$ cat config.mk
export PLATFORM = sky130hd
export DESIGN_NAME = pcp_pixel_clock_ctrl
export DESIGN_NICKNAME = d
export VERILOG_FILES = /design/src/pcp_pkg.sv /design/src/pcp_shift_if.sv /design/src/pcp_pixel_clock_ctrl.sv /design/src/pcp_phase_shifter.sv
export SDC_FILE = /design/constraint.sdc
export NUM_CORES = 1
export LEC_CHECK = 0
export CAP_MARGIN = 15
export CORE_MARGIN = 5
export CORE_UTILIZATION = 60
export DETAILED_ROUTE_END_ITERATION = 7
export DONT_BUFFER_PORTS = 1
export HOLD_SLACK_MARGIN = 0.05
export PLACE_DENSITY = 0.76
export RECOVER_POWER = 50
export REMOVE_ABC_BUFFERS = 1
export SYNTH_ARGS = -nofsm -noshare
export SYNTH_HDL_FRONTEND = slang
export SYNTH_SLANG_ARGS = --single-unit
$ cat constraint.sdc
create_clock -name clk -period 5.65 [get_ports clk]
set_input_delay 0.565 -clock clk [delete_from_list [all_inputs] [get_ports clk]]
set_output_delay 0.565 -clock clk [all_outputs]
set_load 0.03 [all_outputs]
$ cat src/pcp_pkg.sv
// Constants, register map and decode functions of the pixel clock control.
// Assumes an 8-bit register port fed by the serial control interface.
`default_nettype none
package pcp_pkg;

	// Register offsets
	localparam logic [7:0] ADDR_REVISION     = 8'h00;
	localparam logic [7:0] ADDR_DIV_UPPER    = 8'h01;
	localparam logic [7:0] ADDR_DIV_LOWER    = 8'h02;
	localparam logic [7:0] ADDR_VCO_REGION   = 8'h03;
	localparam logic [7:0] ADDR_PUMP_CURRENT = 8'h04;
	localparam logic [7:0] ADDR_PHASE        = 8'h05;
	localparam logic [7:0] ADDR_RED_SCALE    = 8'h08;
	localparam logic [7:0] ADDR_GREEN_SCALE  = 8'h09;
	localparam logic [7:0] ADDR_RED_SHIFT    = 8'h0B;
	localparam logic [7:0] ADDR_GREEN_SHIFT  = 8'h0C;
	localparam logic [7:0] ADDR_BLUE_SHIFT   = 8'h0D;
	localparam logic [7:0] ADDR_BLUE_SCALE   = 8'h10;
	localparam logic [7:0] ADDR_SOG_LEVEL    = 8'h11;
	localparam logic [7:0] ADDR_POLARITY     = 8'h12;
	localparam logic [7:0] ADDR_STATUS       = 8'h13;

	// Field positions
	localparam int DIV_LOWER_MSB  = 7;
	localparam int DIV_LOWER_LSB  = 4;
	localparam int POL_LINE_BIT   = 0;
	localparam int POL_HOLD_BIT   = 1;

	// Reset values
	localparam logic [7:0] RST_DIV_UPPER  = 8'h69;
	localparam logic [3:0] RST_DIV_LOWER  = 4'hD;
	localparam logic [7:0] RST_FULL_SCALE = 8'h80;
	localparam logic [6:0] RST_LEVEL      = 7'h40;
	localparam logic [7:0] RST_SOG_LEVEL  = 8'h0F;
	localparam logic [1:0] RST_VCO        = 2'h0;
	localparam logic [2:0] RST_PUMP       = 3'h0;
	localparam logic [4:0] RST_PHASE      = 5'h00;
	localparam logic [1:0] RST_POLARITY   = 2'h3;

	// Arbitrary revision value
	localparam logic [7:0] REVISION_CODE  = 8'hA5;

	// Phase shifter geometry
	localparam int PHASE_STEPS            = 32;
	localparam int PHASE_WIDTH            = 5;

	// Offset code of zero shift
	localparam logic [6:0] LEVEL_CENTER   = 7'h40;

	// Phase comparator result
	typedef enum {CMP_IDLE, CMP_UP, CMP_DOWN} pcp_cmp_type;

	// Loop filter drive current in microamps
	function automatic logic [10:0] pump_microamps(input logic [2:0] code);
		case (code)
			3'h0:    pump_microamps = 11'd50;
			3'h1:    pump_microamps = 11'd100;
			3'h2:    pump_microamps = 11'd150;
			3'h3:    pump_microamps = 11'd250;
			3'h4:    pump_microamps = 11'd350;
			3'h5:    pump_microamps = 11'd500;
			3'h6:    pump_microamps = 11'd750;
			default: pump_microamps = 11'd1500;
		endcase
	endfunction : pump_microamps

	// Lower bound of the VCO region in MHz
	function automatic logic [7:0] vco_low_mhz(input logic [1:0] code);
		case (code)
			2'h0:    vco_low_mhz = 8'd10;
			2'h1:    vco_low_mhz = 8'd41;
			2'h2:    vco_low_mhz = 8'd82;
			default: vco_low_mhz = 8'd150;
		endcase
	endfunction : vco_low_mhz

	// Upper bound of the VCO region in MHz, zero means open ended
	function automatic logic [7:0] vco_high_mhz(input logic [1:0] code);
		case (code)
			2'h0:    vco_high_mhz = 8'd41;
			2'h1:    vco_high_mhz = 8'd82;
			2'h2:    vco_high_mhz = 8'd150;
			default: vco_high_mhz = 8'd0;
		endcase
	endfunction : vco_high_mhz

	// Signed offset steps, clipped to plus or minus 63
	function automatic logic signed [6:0] level_steps(input logic [6:0] code);
		logic [6:0] diff;
		diff = code - LEVEL_CENTER;
		if (code == 7'h00)
			level_steps = -7'sd63;
		else
			level_steps = $signed(diff);
	endfunction : level_steps

	// Offset in quarter-range units: steps times a span tracking full scale
	function automatic logic signed [16:0] level_scaled(input logic [6:0] code,
		input logic [7:0] scale);
		logic signed [16:0] steps;
		logic signed [16:0] span;
		steps = 17'(level_steps(code));
		span = $signed({8'h00, 1'b1, scale});
		level_scaled = 17'(steps * span);
	endfunction : level_scaled

endpackage : pcp_pkg
`default_nettype wire

$ cat src/pcp_shift_if.sv
// Carrier between the control block and its phase shifter.
// Assumes both ends run on the same clock.
`timescale 1ns/100ps
`default_nettype none
interface pcp_shift_if;
	logic [4:0] phaseSelect;
	logic       pixelMark;
	logic       lineSync;
	logic       shiftedMark;
	logic       shiftedLineSync;

	modport control (output phaseSelect, output pixelMark, output lineSync,
		input shiftedMark, input shiftedLineSync);
	modport shifter (input phaseSelect, input pixelMark, input lineSync,
		output shiftedMark, output shiftedLineSync);
endinterface : pcp_shift_if
`default_nettype wire

$ cat src/pcp_pixel_clock_ctrl.sv
// Pixel clock PLL control: register file, sync conditioning, feedback
// divider, phase comparator and level settings for the three channels.
// Assumes the serial control interface presents single-cycle register
// strobes on clk, and that all pins are asynchronous to clk.
`timescale 1ns/100ps
`default_nettype none
module pcp_pixel_clock_ctrl (
	// Clock and reset
	input  wire logic              clk,
	input  wire logic              reset_n,
	// Register port from the serial control interface
	input  wire logic [7:0]        regAddr,
	input  wire logic [7:0]        regWriteData,
	input  wire logic              regWrite,
	input  wire logic              regRead,
	output logic      [7:0]        regReadData,
	// Sync and clock pins
	input  wire logic              lineSyncIn,
	input  wire logic              pllHoldoverInput,
	input  wire logic              greenEmbeddedSyncInput,
	input  wire logic              externalClockSelect,
	input  wire logic              externalPixelMark,
	// Loop controls
	output logic                   feedbackPulse,
	output logic                   pumpUp,
	output logic                   pumpDown,
	output logic                   holdoverActive,
	output logic                   vcoRegionBitHigh,
	output logic                   vcoRegionBitLow,
	output logic                   pumpCurrentBit2,
	output logic                   pumpCurrentBit1,
	output logic                   pumpCurrentBit0,
	output logic      [10:0]       pumpCurrentMicroamps,
	output logic      [7:0]        vcoRangeLowMhz,
	output logic      [7:0]        vcoRangeHighMhz,
	// Phase shifted outputs
	output logic                   sampleClockMark,
	output logic                   alignedLineSyncOutput,
	// Channel levels, index 0 red, 1 green, 2 blue
	output logic [2:0][7:0]        channelFullScale,
	output logic [2:0][6:0]        channelLevelShift,
	output logic [2:0][16:0]       channelOffsetScaled,
	// Sync on green slicing
	output logic      [7:0]        sogTriggerLevel,
	output logic                   greenSyncDetected
);
	// Register storage
	logic [7:0]       pllDividerUpper;
	logic [3:0]       pllDividerLower;
	logic [2:0][7:0]  fullScale;
	logic [2:0][6:0]  levelShift;
	logic [7:0]       sogLevel;
	logic [7:0]       vcoRegionSetting;
	logic [2:0]       pumpCurrentSelect;
	logic [4:0]       samplingPhaseSelect;
	logic             lineActiveHigh;
	logic             holdoverActiveHigh;

	// Pin synchronisers: meta stage feeds only the sync stage
	logic [4:0]       pinMeta;
	logic [4:0]       pinSync;

	// Derived sync state
	logic             lineActive;
	logic             lineActiveDelayed;
	logic             lineLeading;
	logic             referenceEdge;
	logic [11:0]      divider;
	logic [11:0]      feedbackCount;
	logic             feedbackTerminal;
	pcp_pkg::pcp_cmp_type next_compare;
	pcp_pkg::pcp_cmp_type compareResult;

	pcp_shift_if      shiftBus ();

	// Register writes at the documented offsets
	always_ff @(posedge clk) begin
		if (!reset_n) begin
			pllDividerUpper     <= pcp_pkg::RST_DIV_UPPER;
			pllDividerLower     <= pcp_pkg::RST_DIV_LOWER;
			fullScale           <= {3{pcp_pkg::RST_FULL_SCALE}};
			levelShift          <= {3{pcp_pkg::RST_LEVEL}};
			sogLevel            <= pcp_pkg::RST_SOG_LEVEL;
			vcoRegionSetting    <= {6'h00, pcp_pkg::RST_VCO};
			pumpCurrentSelect   <= pcp_pkg::RST_PUMP;
			samplingPhaseSelect <= pcp_pkg::RST_PHASE;
			lineActiveHigh      <= pcp_pkg::RST_POLARITY[pcp_pkg::POL_LINE_BIT];
			holdoverActiveHigh  <= pcp_pkg::RST_POLARITY[pcp_pkg::POL_HOLD_BIT];
		end else if (regWrite) begin
			case (regAddr)
				pcp_pkg::ADDR_DIV_UPPER: begin
					pllDividerUpper <= regWriteData;
				end
				pcp_pkg::ADDR_DIV_LOWER: begin
					pllDividerLower <= regWriteData[pcp_pkg::DIV_LOWER_MSB:
						pcp_pkg::DIV_LOWER_LSB];
				end
				pcp_pkg::ADDR_VCO_REGION: begin
					vcoRegionSetting <= regWriteData;
				end
				pcp_pkg::ADDR_PUMP_CURRENT: begin
					pumpCurrentSelect <= regWriteData[2:0];
				end
				pcp_pkg::ADDR_PHASE: begin
					samplingPhaseSelect <= regWriteData[4:0];
				end
				pcp_pkg::ADDR_RED_SCALE: begin
					fullScale[0] <= regWriteData;
				end
				pcp_pkg::ADDR_GREEN_SCALE: begin
					fullScale[1] <= regWriteData;
				end
				pcp_pkg::ADDR_BLUE_SCALE: begin
					fullScale[2] <= regWriteData;
				end
				pcp_pkg::ADDR_RED_SHIFT: begin
					levelShift[0] <= regWriteData[6:0];
				end
				pcp_pkg::ADDR_GREEN_SHIFT: begin
					levelShift[1] <= regWriteData[6:0];
				end
				pcp_pkg::ADDR_BLUE_SHIFT: begin
					levelShift[2] <= regWriteData[6:0];
				end
				pcp_pkg::ADDR_SOG_LEVEL: begin
					sogLevel <= regWriteData;
				end
				pcp_pkg::ADDR_POLARITY: begin
					lineActiveHigh     <= regWriteData[pcp_pkg::POL_LINE_BIT];
					holdoverActiveHigh <= regWriteData[pcp_pkg::POL_HOLD_BIT];
				end
				default: begin
				end
			endcase
		end
	end

	// Register reads, answered one cycle after the strobe
	always_ff @(posedge clk) begin
		if (!reset_n) begin
			regReadData <= 8'h00;
		end else if (regRead) begin
			case (regAddr)
				pcp_pkg::ADDR_REVISION:     regReadData <= pcp_pkg::REVISION_CODE;
				pcp_pkg::ADDR_DIV_UPPER:    regReadData <= pllDividerUpper;
				pcp_pkg::ADDR_DIV_LOWER:    regReadData <= {pllDividerLower, 4'h0};
				pcp_pkg::ADDR_VCO_REGION:   regReadData <= vcoRegionSetting;
				pcp_pkg::ADDR_PUMP_CURRENT: regReadData <= {5'h00, pumpCurrentSelect};
				pcp_pkg::ADDR_PHASE:        regReadData <= {3'h0, samplingPhaseSelect};
				pcp_pkg::ADDR_RED_SCALE:    regReadData <= fullScale[0];
				pcp_pkg::ADDR_GREEN_SCALE:  regReadData <= fullScale[1];
				pcp_pkg::ADDR_BLUE_SCALE:   regReadData <= fullScale[2];
				pcp_pkg::ADDR_RED_SHIFT:    regReadData <= {1'b0, levelShift[0]};
				pcp_pkg::ADDR_GREEN_SHIFT:  regReadData <= {1'b0, levelShift[1]};
				pcp_pkg::ADDR_BLUE_SHIFT:   regReadData <= {1'b0, levelShift[2]};
				pcp_pkg::ADDR_SOG_LEVEL:    regReadData <= sogLevel;
				pcp_pkg::ADDR_POLARITY:     regReadData <= {6'h00, holdoverActiveHigh,
					lineActiveHigh};
				pcp_pkg::ADDR_STATUS:       regReadData <= {2'h0, compareResult == pcp_pkg::CMP_UP,
					compareResult == pcp_pkg::CMP_DOWN, greenSyncDetected,
					pinSync[3], holdoverActive, lineActive};
				default:                    regReadData <= 8'h00; // Unmapped reads zero
			endcase
		end
	end

	// Two-stage synchronisers for all pins; holdover is synchronised like the rest
	always_ff @(posedge clk) begin
		if (!reset_n) begin
			pinMeta <= 5'h00;
			pinSync <= 5'h00;
		end else begin
			pinMeta <= {externalPixelMark, externalClockSelect, greenEmbeddedSyncInput,
				pllHoldoverInput, lineSyncIn};
			pinSync <= pinMeta;
		end
	end

	// Polarity normalisation of line sync and holdover
	assign lineActive     = lineActiveHigh ? pinSync[0] : ~pinSync[0];
	assign holdoverActive = holdoverActiveHigh ? pinSync[1] : ~pinSync[1];

	// Green embedded sync is active low only
	assign greenSyncDetected = ~pinSync[2];
	assign sogTriggerLevel   = sogLevel;

	// Leading edge of normalised line sync
	always_ff @(posedge clk) begin
		if (!reset_n) begin
			lineActiveDelayed <= 1'b0;
		end else begin
			lineActiveDelayed <= lineActive;
		end
	end
	assign lineLeading = lineActive & ~lineActiveDelayed;

	// Holdover or external clock blocks the reference to the comparator
	assign referenceEdge = lineLeading & ~holdoverActive & ~pinSync[3];

	// Twelve-bit divider assembled from both bytes
	assign divider = {pllDividerUpper, pllDividerLower};

	// Feedback counter runs on through holdover and reloads at terminal count
	assign feedbackTerminal = (feedbackCount >= divider);
	always_ff @(posedge clk) begin
		if (!reset_n) begin
			feedbackCount <= 12'h000;
		end else if (pinSync[3]) begin
			feedbackCount <= 12'h000;
		end else if (feedbackTerminal) begin
			feedbackCount <= 12'h000;
		end else begin
			feedbackCount <= feedbackCount + 12'h001;
		end
	end

	// One divided-clock pulse per divider plus one cycles
	always_ff @(posedge clk) begin
		if (!reset_n) begin
			feedbackPulse <= 1'b0;
		end else begin
			feedbackPulse <= feedbackTerminal & ~pinSync[3];
		end
	end

	// Phase comparison of divided clock against line sync
	always_comb begin
		next_compare = pcp_pkg::CMP_IDLE;
		if (referenceEdge) begin
			if (feedbackTerminal) begin
				next_compare = pcp_pkg::CMP_IDLE; // In phase
			end else if (feedbackCount <= {1'b0, divider[11:1]}) begin
				next_compare = pcp_pkg::CMP_DOWN; // Divided clock early, slow VCO
			end else begin
				next_compare = pcp_pkg::CMP_UP; // Divided clock late, speed VCO
			end
		end
	end

	// Comparator result held for one cycle per reference edge
	always_ff @(posedge clk) begin
		if (!reset_n) begin
			compareResult <= pcp_pkg::CMP_IDLE;
		end else begin
			compareResult <= next_compare;
		end
	end

	// Pump drive pulses from comparator result
	always_comb begin
		case (compareResult)
			pcp_pkg::CMP_UP: begin
				pumpUp   = 1'b1;
				pumpDown = 1'b0;
			end
			pcp_pkg::CMP_DOWN: begin
				pumpUp   = 1'b0;
				pumpDown = 1'b1;
			end
			default: begin
				pumpUp   = 1'b0;
				pumpDown = 1'b0;
			end
		endcase
	end

	// VCO region uses the two low bits only
	assign vcoRegionBitHigh = vcoRegionSetting[1];
	assign vcoRegionBitLow  = vcoRegionSetting[0];
	assign vcoRangeLowMhz   = pcp_pkg::vco_low_mhz(vcoRegionSetting[1:0]);
	assign vcoRangeHighMhz  = pcp_pkg::vco_high_mhz(vcoRegionSetting[1:0]);

	// Charge pump current selection
	assign pumpCurrentBit2      = pumpCurrentSelect[2];
	assign pumpCurrentBit1      = pumpCurrentSelect[1];
	assign pumpCurrentBit0      = pumpCurrentSelect[0];
	assign pumpCurrentMicroamps = pcp_pkg::pump_microamps(pumpCurrentSelect);

	// Channel full scale, offset code and range-scaled offset
	assign channelFullScale  = fullScale;
	assign channelLevelShift = levelShift;
	always_ff @(posedge clk) begin
		if (!reset_n) begin
			channelOffsetScaled <= '0;
		end else begin
			for (int ch = 0; ch < 3; ch++) begin
				channelOffsetScaled[ch] <= pcp_pkg::level_scaled(levelShift[ch],
					fullScale[ch]);
			end
		end
	end

	// Phase shifter source: internal divided clock or external pixel mark
	assign shiftBus.phaseSelect = samplingPhaseSelect;
	assign shiftBus.pixelMark   = pinSync[3] ? pinSync[4] : feedbackPulse;
	assign shiftBus.lineSync    = lineActive;

	pcp_phase_shifter phaseShifter (
		.clk     (clk),
		.reset_n (reset_n),
		.shift   (shiftBus)
	);

	// Registered shifted outputs
	always_ff @(posedge clk) begin
		if (!reset_n) begin
			sampleClockMark       <= 1'b0;
			alignedLineSyncOutput <= 1'b0;
		end else begin
			sampleClockMark       <= shiftBus.shiftedMark;
			alignedLineSyncOutput <= shiftBus.shiftedLineSync;
		end
	end
endmodule : pcp_pixel_clock_ctrl
`default_nettype wire

$ cat src/pcp_phase_shifter.sv
// Sampling phase shifter: delays pixel mark and line sync by the same tap.
// Assumes synchronous inputs on clk; one tap stands for one phase step.
`timescale 1ns/100ps
`default_nettype none
module pcp_phase_shifter (
	// Clock and reset
	input  wire logic clk,
	input  wire logic reset_n,
	// Control side
	pcp_shift_if.shifter shift
);
	logic [pcp_pkg::PHASE_STEPS-1:0] markLine;
	logic [pcp_pkg::PHASE_STEPS-1:0] syncLine;

	// Two matched delay lines read at one tap so both signals see identical shift
	always_ff @(posedge clk) begin
		if (!reset_n) begin
			markLine <= '0;
			syncLine <= '0;
		end else begin
			markLine <= {markLine[pcp_pkg::PHASE_STEPS-2:0], shift.pixelMark};
			syncLine <= {syncLine[pcp_pkg::PHASE_STEPS-2:0], shift.lineSync};
		end
	end

	// Tap zero is the undelayed input; the five-bit code wraps after 31
	always_comb begin
		if (shift.phaseSelect == 5'h00) begin
			shift.shiftedMark     = shift.pixelMark;
			shift.shiftedLineSync = shift.lineSync;
		end else begin
			shift.shiftedMark     = markLine[shift.phaseSelect - 5'h01];
			shift.shiftedLineSync = syncLine[shift.phaseSelect - 5'h01];
		end
	end
endmodule : pcp_phase_shifter
`default_nettype wire

==> flow_summary.ini <==
[outcome]
status = finished with violations
violations = max-capacitance violations, max-slew violations

[drt]
via_count = 12000
firstDrtPassIters = 6
antenna_left = 0
drt_iter0_drc = 904
drc = 0
viasPerCell = 5.84
wl_per_cell_um = 18.7
drt-total-wl_um = 38600

[yosys]
synthDistinctLibCells = 80
ys_seq_area_frac = 0.288
netlist_instances = 1771
avgSynthCellArea_um2 = 9.16
yosysWarnings = 0
ys_top_cells_by_area = dfxtp_1 (29%), fa_1 (13%), ha_1 (12%), and2_1 (6.8%), mux2i_1 (5.0%)
synth_top_area_frac = 0.288
synthArstFlopShare = 0
synth_edf_count = 0
yosys_most_used_dff = dfxtp_1
synth_area_um2 = 16200
synth_seq_cells = 233
synth_top_area_cell = dfxtp_1

[grt]
grt_usage = 0.249
grt_max_degree = 146
use_met3 = 0.0498
grt_pass1_wl_um = 62600
overflow = 0
met2_usage = 0.428
grt_pass1_vias = 12100
top_usage_layer = met2
use_met1 = 0.313
antenna_found_initial = 0

[floorplan]
die_y_um = 174
start_util = 0.605
rows = 60
core_area_um2 = 26800
fp.dieW_um = 174
design.die.area_um2 = 30400
ios = 176

[clock_network]
post_cts_buffers = 0
clkTransAtPathRegs_ns = 0.06
holdBufCountCts = 0
htreeDepth = 1
cts.repair.resized = 0
numCtsBuffers = 26
clock_sinks = 233
cts-root-buf = clkbuf_16
clk_latency_ns = 0.54
cts_buffer_depth = 3
cts_tree = yes

[sta]
layout_setup_ws_ns = 0.671
max_freq_mhz = 201
maxSlewViolCount = 101
fin_crit_ns = 4.98
slew_headroom = -0.570
setup_violations = 0
fin_crit_sh = 0.881
hold_violations = 0
holdWs_ns = 0.109
worstMarginPinSlew_ns = 2.35
fin_setup_tns_ns = 0
fin_skew_ns = 0.0158
rsz0062_at_grt = false

[pwr]
ir_drop_v = 0.000282
switchingPower_uw = 752
power_density_nw_per_um2 = 208
power_mw = 3.56
p_leak_nw = 8.33
swShare = 0.211
seqPwrFrac = 0.470
internal_power_mw = 2.80
clockPowerShare = 0.509
p_comb_frac = 0.021

[setup_path]
startpoint_type = flip-flop
arrival_ns = 5.32
crit_fanout = 7
worstPathRequired_ns = 5.99
r2r_setup_slack_ns = 0.67
end_kind = flip-flop
crit_type = reg2reg

[job]
cap_violations = 2

[place]
place.gp.congestion = 0.921
numPortBuffers = 0
dpl_worst_slack_ns = 0.685
dp_cells = 2014
place_area_um2 = 16200
hpwl_um = 28400

[cells_and_area]
finalCoreUtilization = 0.639
instances_no_fill = 2061
antenna_cells = 0
post-route-cell-area_um2 = 17100
layout-area-overhead-vs-synth_pct = 5.58
drive_above_1_share = 0.0558
nets = 1987

[hold_path]
hold_path_class = in2reg
cell usage in the layout, fill, tap and decap left out, types with 18 or more instances in the layout:
cell type,instances
clkbuf_16,26
a21o_1,18
mux2i_1,81
nand2_1,123
nor3_1,18
a21oi_1,56
nand3_1,30
inv_1,206
nor2_1,140
o21ai_0,35
dfxtp_1,233
nor2b_1,35
and2_0,35
mux4_2,18
and2_1,141
fa_1,108
ha_1,153
routing by layer:
layer	part of all wire	vias up	wire length (µm)
li1	-	5677	-
met1	0.41	5814	15800
met2	0.48	454	18400
met3	0.076	95	2950
met4	0.037	0	1420
met5	0	-	0
synthesized netlist by cell type (4+ instances only):
cell and instances:
a211oi_1 13, a21o_1 18, a21oi_1 56, a221oi_1 4
a22o_1 4, a22oi_1 10, a31oi_1 10, and2_1 176
and3_1 15, buf_2 10, buf_4 15, clkbuf_1 81
dfxtp_1 233, fa_1 108, ha_1 153, inv_1 206
mux2_2 6, mux2i_1 81, mux4_2 18, nand2_1 123
nand2b_1 16, nand3_1 30, nand3_4 5, nand3b_1 4
nand4_1 9, nor2_1 140, nor2b_1 35, nor3_1 18
nor3b_1 6, nor4_1 7, o211ai_1 7, o21a_1 7
o21ai_0 35, o21ai_1 7, o22ai_1 4, or2_2 7
xnor2_1 17, xor2_1 14
worst max-delay path: stages, from the launching register on:
cell and delay, ns:
dfxtp_1 0.50, clkbuf_1 0.53, nor4_1 0.09, a21oi_1 0.45, nor2b_1 0.14, fa_1 0.52
fa_1 0.54, inv_1 0.05, fa_1 0.47, inv_1 0.04, ha_1 0.34, nand2_1 0.07
o21ai_1 0.27, o22ai_1 0.18, o21ai_1 0.37, xnor2_1 0.16, nor2_1 0.05
state kept, by name, indices dropped and copies added (netlist names), 8 cells and up:
register               count
sogTriggerLevel            8
regReadData                8
channelLevelShift         21
vcoRegionSetting           8
channelFullScale          24
pllDividerUpper            8
phaseShifter.syncLine     32
phaseShifter.markLine     32
channelOffsetScaled       51
feedbackCount             12
power groups by stage:
| stage | sequential [mW] | combinational, mW | clock [mW] |
|---|---|---|---|
| global placement | 1.71 | 0.0728 | 0 |
| finish | 1.67 | 0.0742 | 1.81 |
| detailed placement | 1.71 | 0.0743 | 0 |
| CTS | 1.67 | 0.0747 | 1.84 |
| global route | 1.67 | 0.0819 | 1.91 |
| floorplan | 1.70 | 0.0557 | 0 |
worst paths after layout:
path,startpoint,endpoint,cells past startpoint
max reg2reg,channelLevelShift[17],channelOffsetScaled[46],16
max,channelLevelShift[17],channelOffsetScaled[46],16
min reg2reg,pinMeta[0],pinSync[0],1
min,regRead,regReadData[7],1
cells by family after synthesis:
family,after synthesis,share of synthesized area
AOI/OAI and AO/OA,212,0.0855
xor gates and xnor gates,32,0.0177
adders and majority gates,261,0.251
buffers and inverters,317,0.0790
DFF,233,0.288
muxes,105,0.0791
other,1,0.000231
and+or+nand+nor,610,0.200
final cells by class:
type                            count  area, µm²
Clock buffer                       35        724
Sequential cell                   233       4660
Tap cell                          341        427
Inverter                          207        778
Multi-Input combinational cell   1221      10300
Fill cell                        2193       9670
Timing Repair Buffer               12       63.8
Clock inverter                     12        199
(Power assumes the default switching activity.)
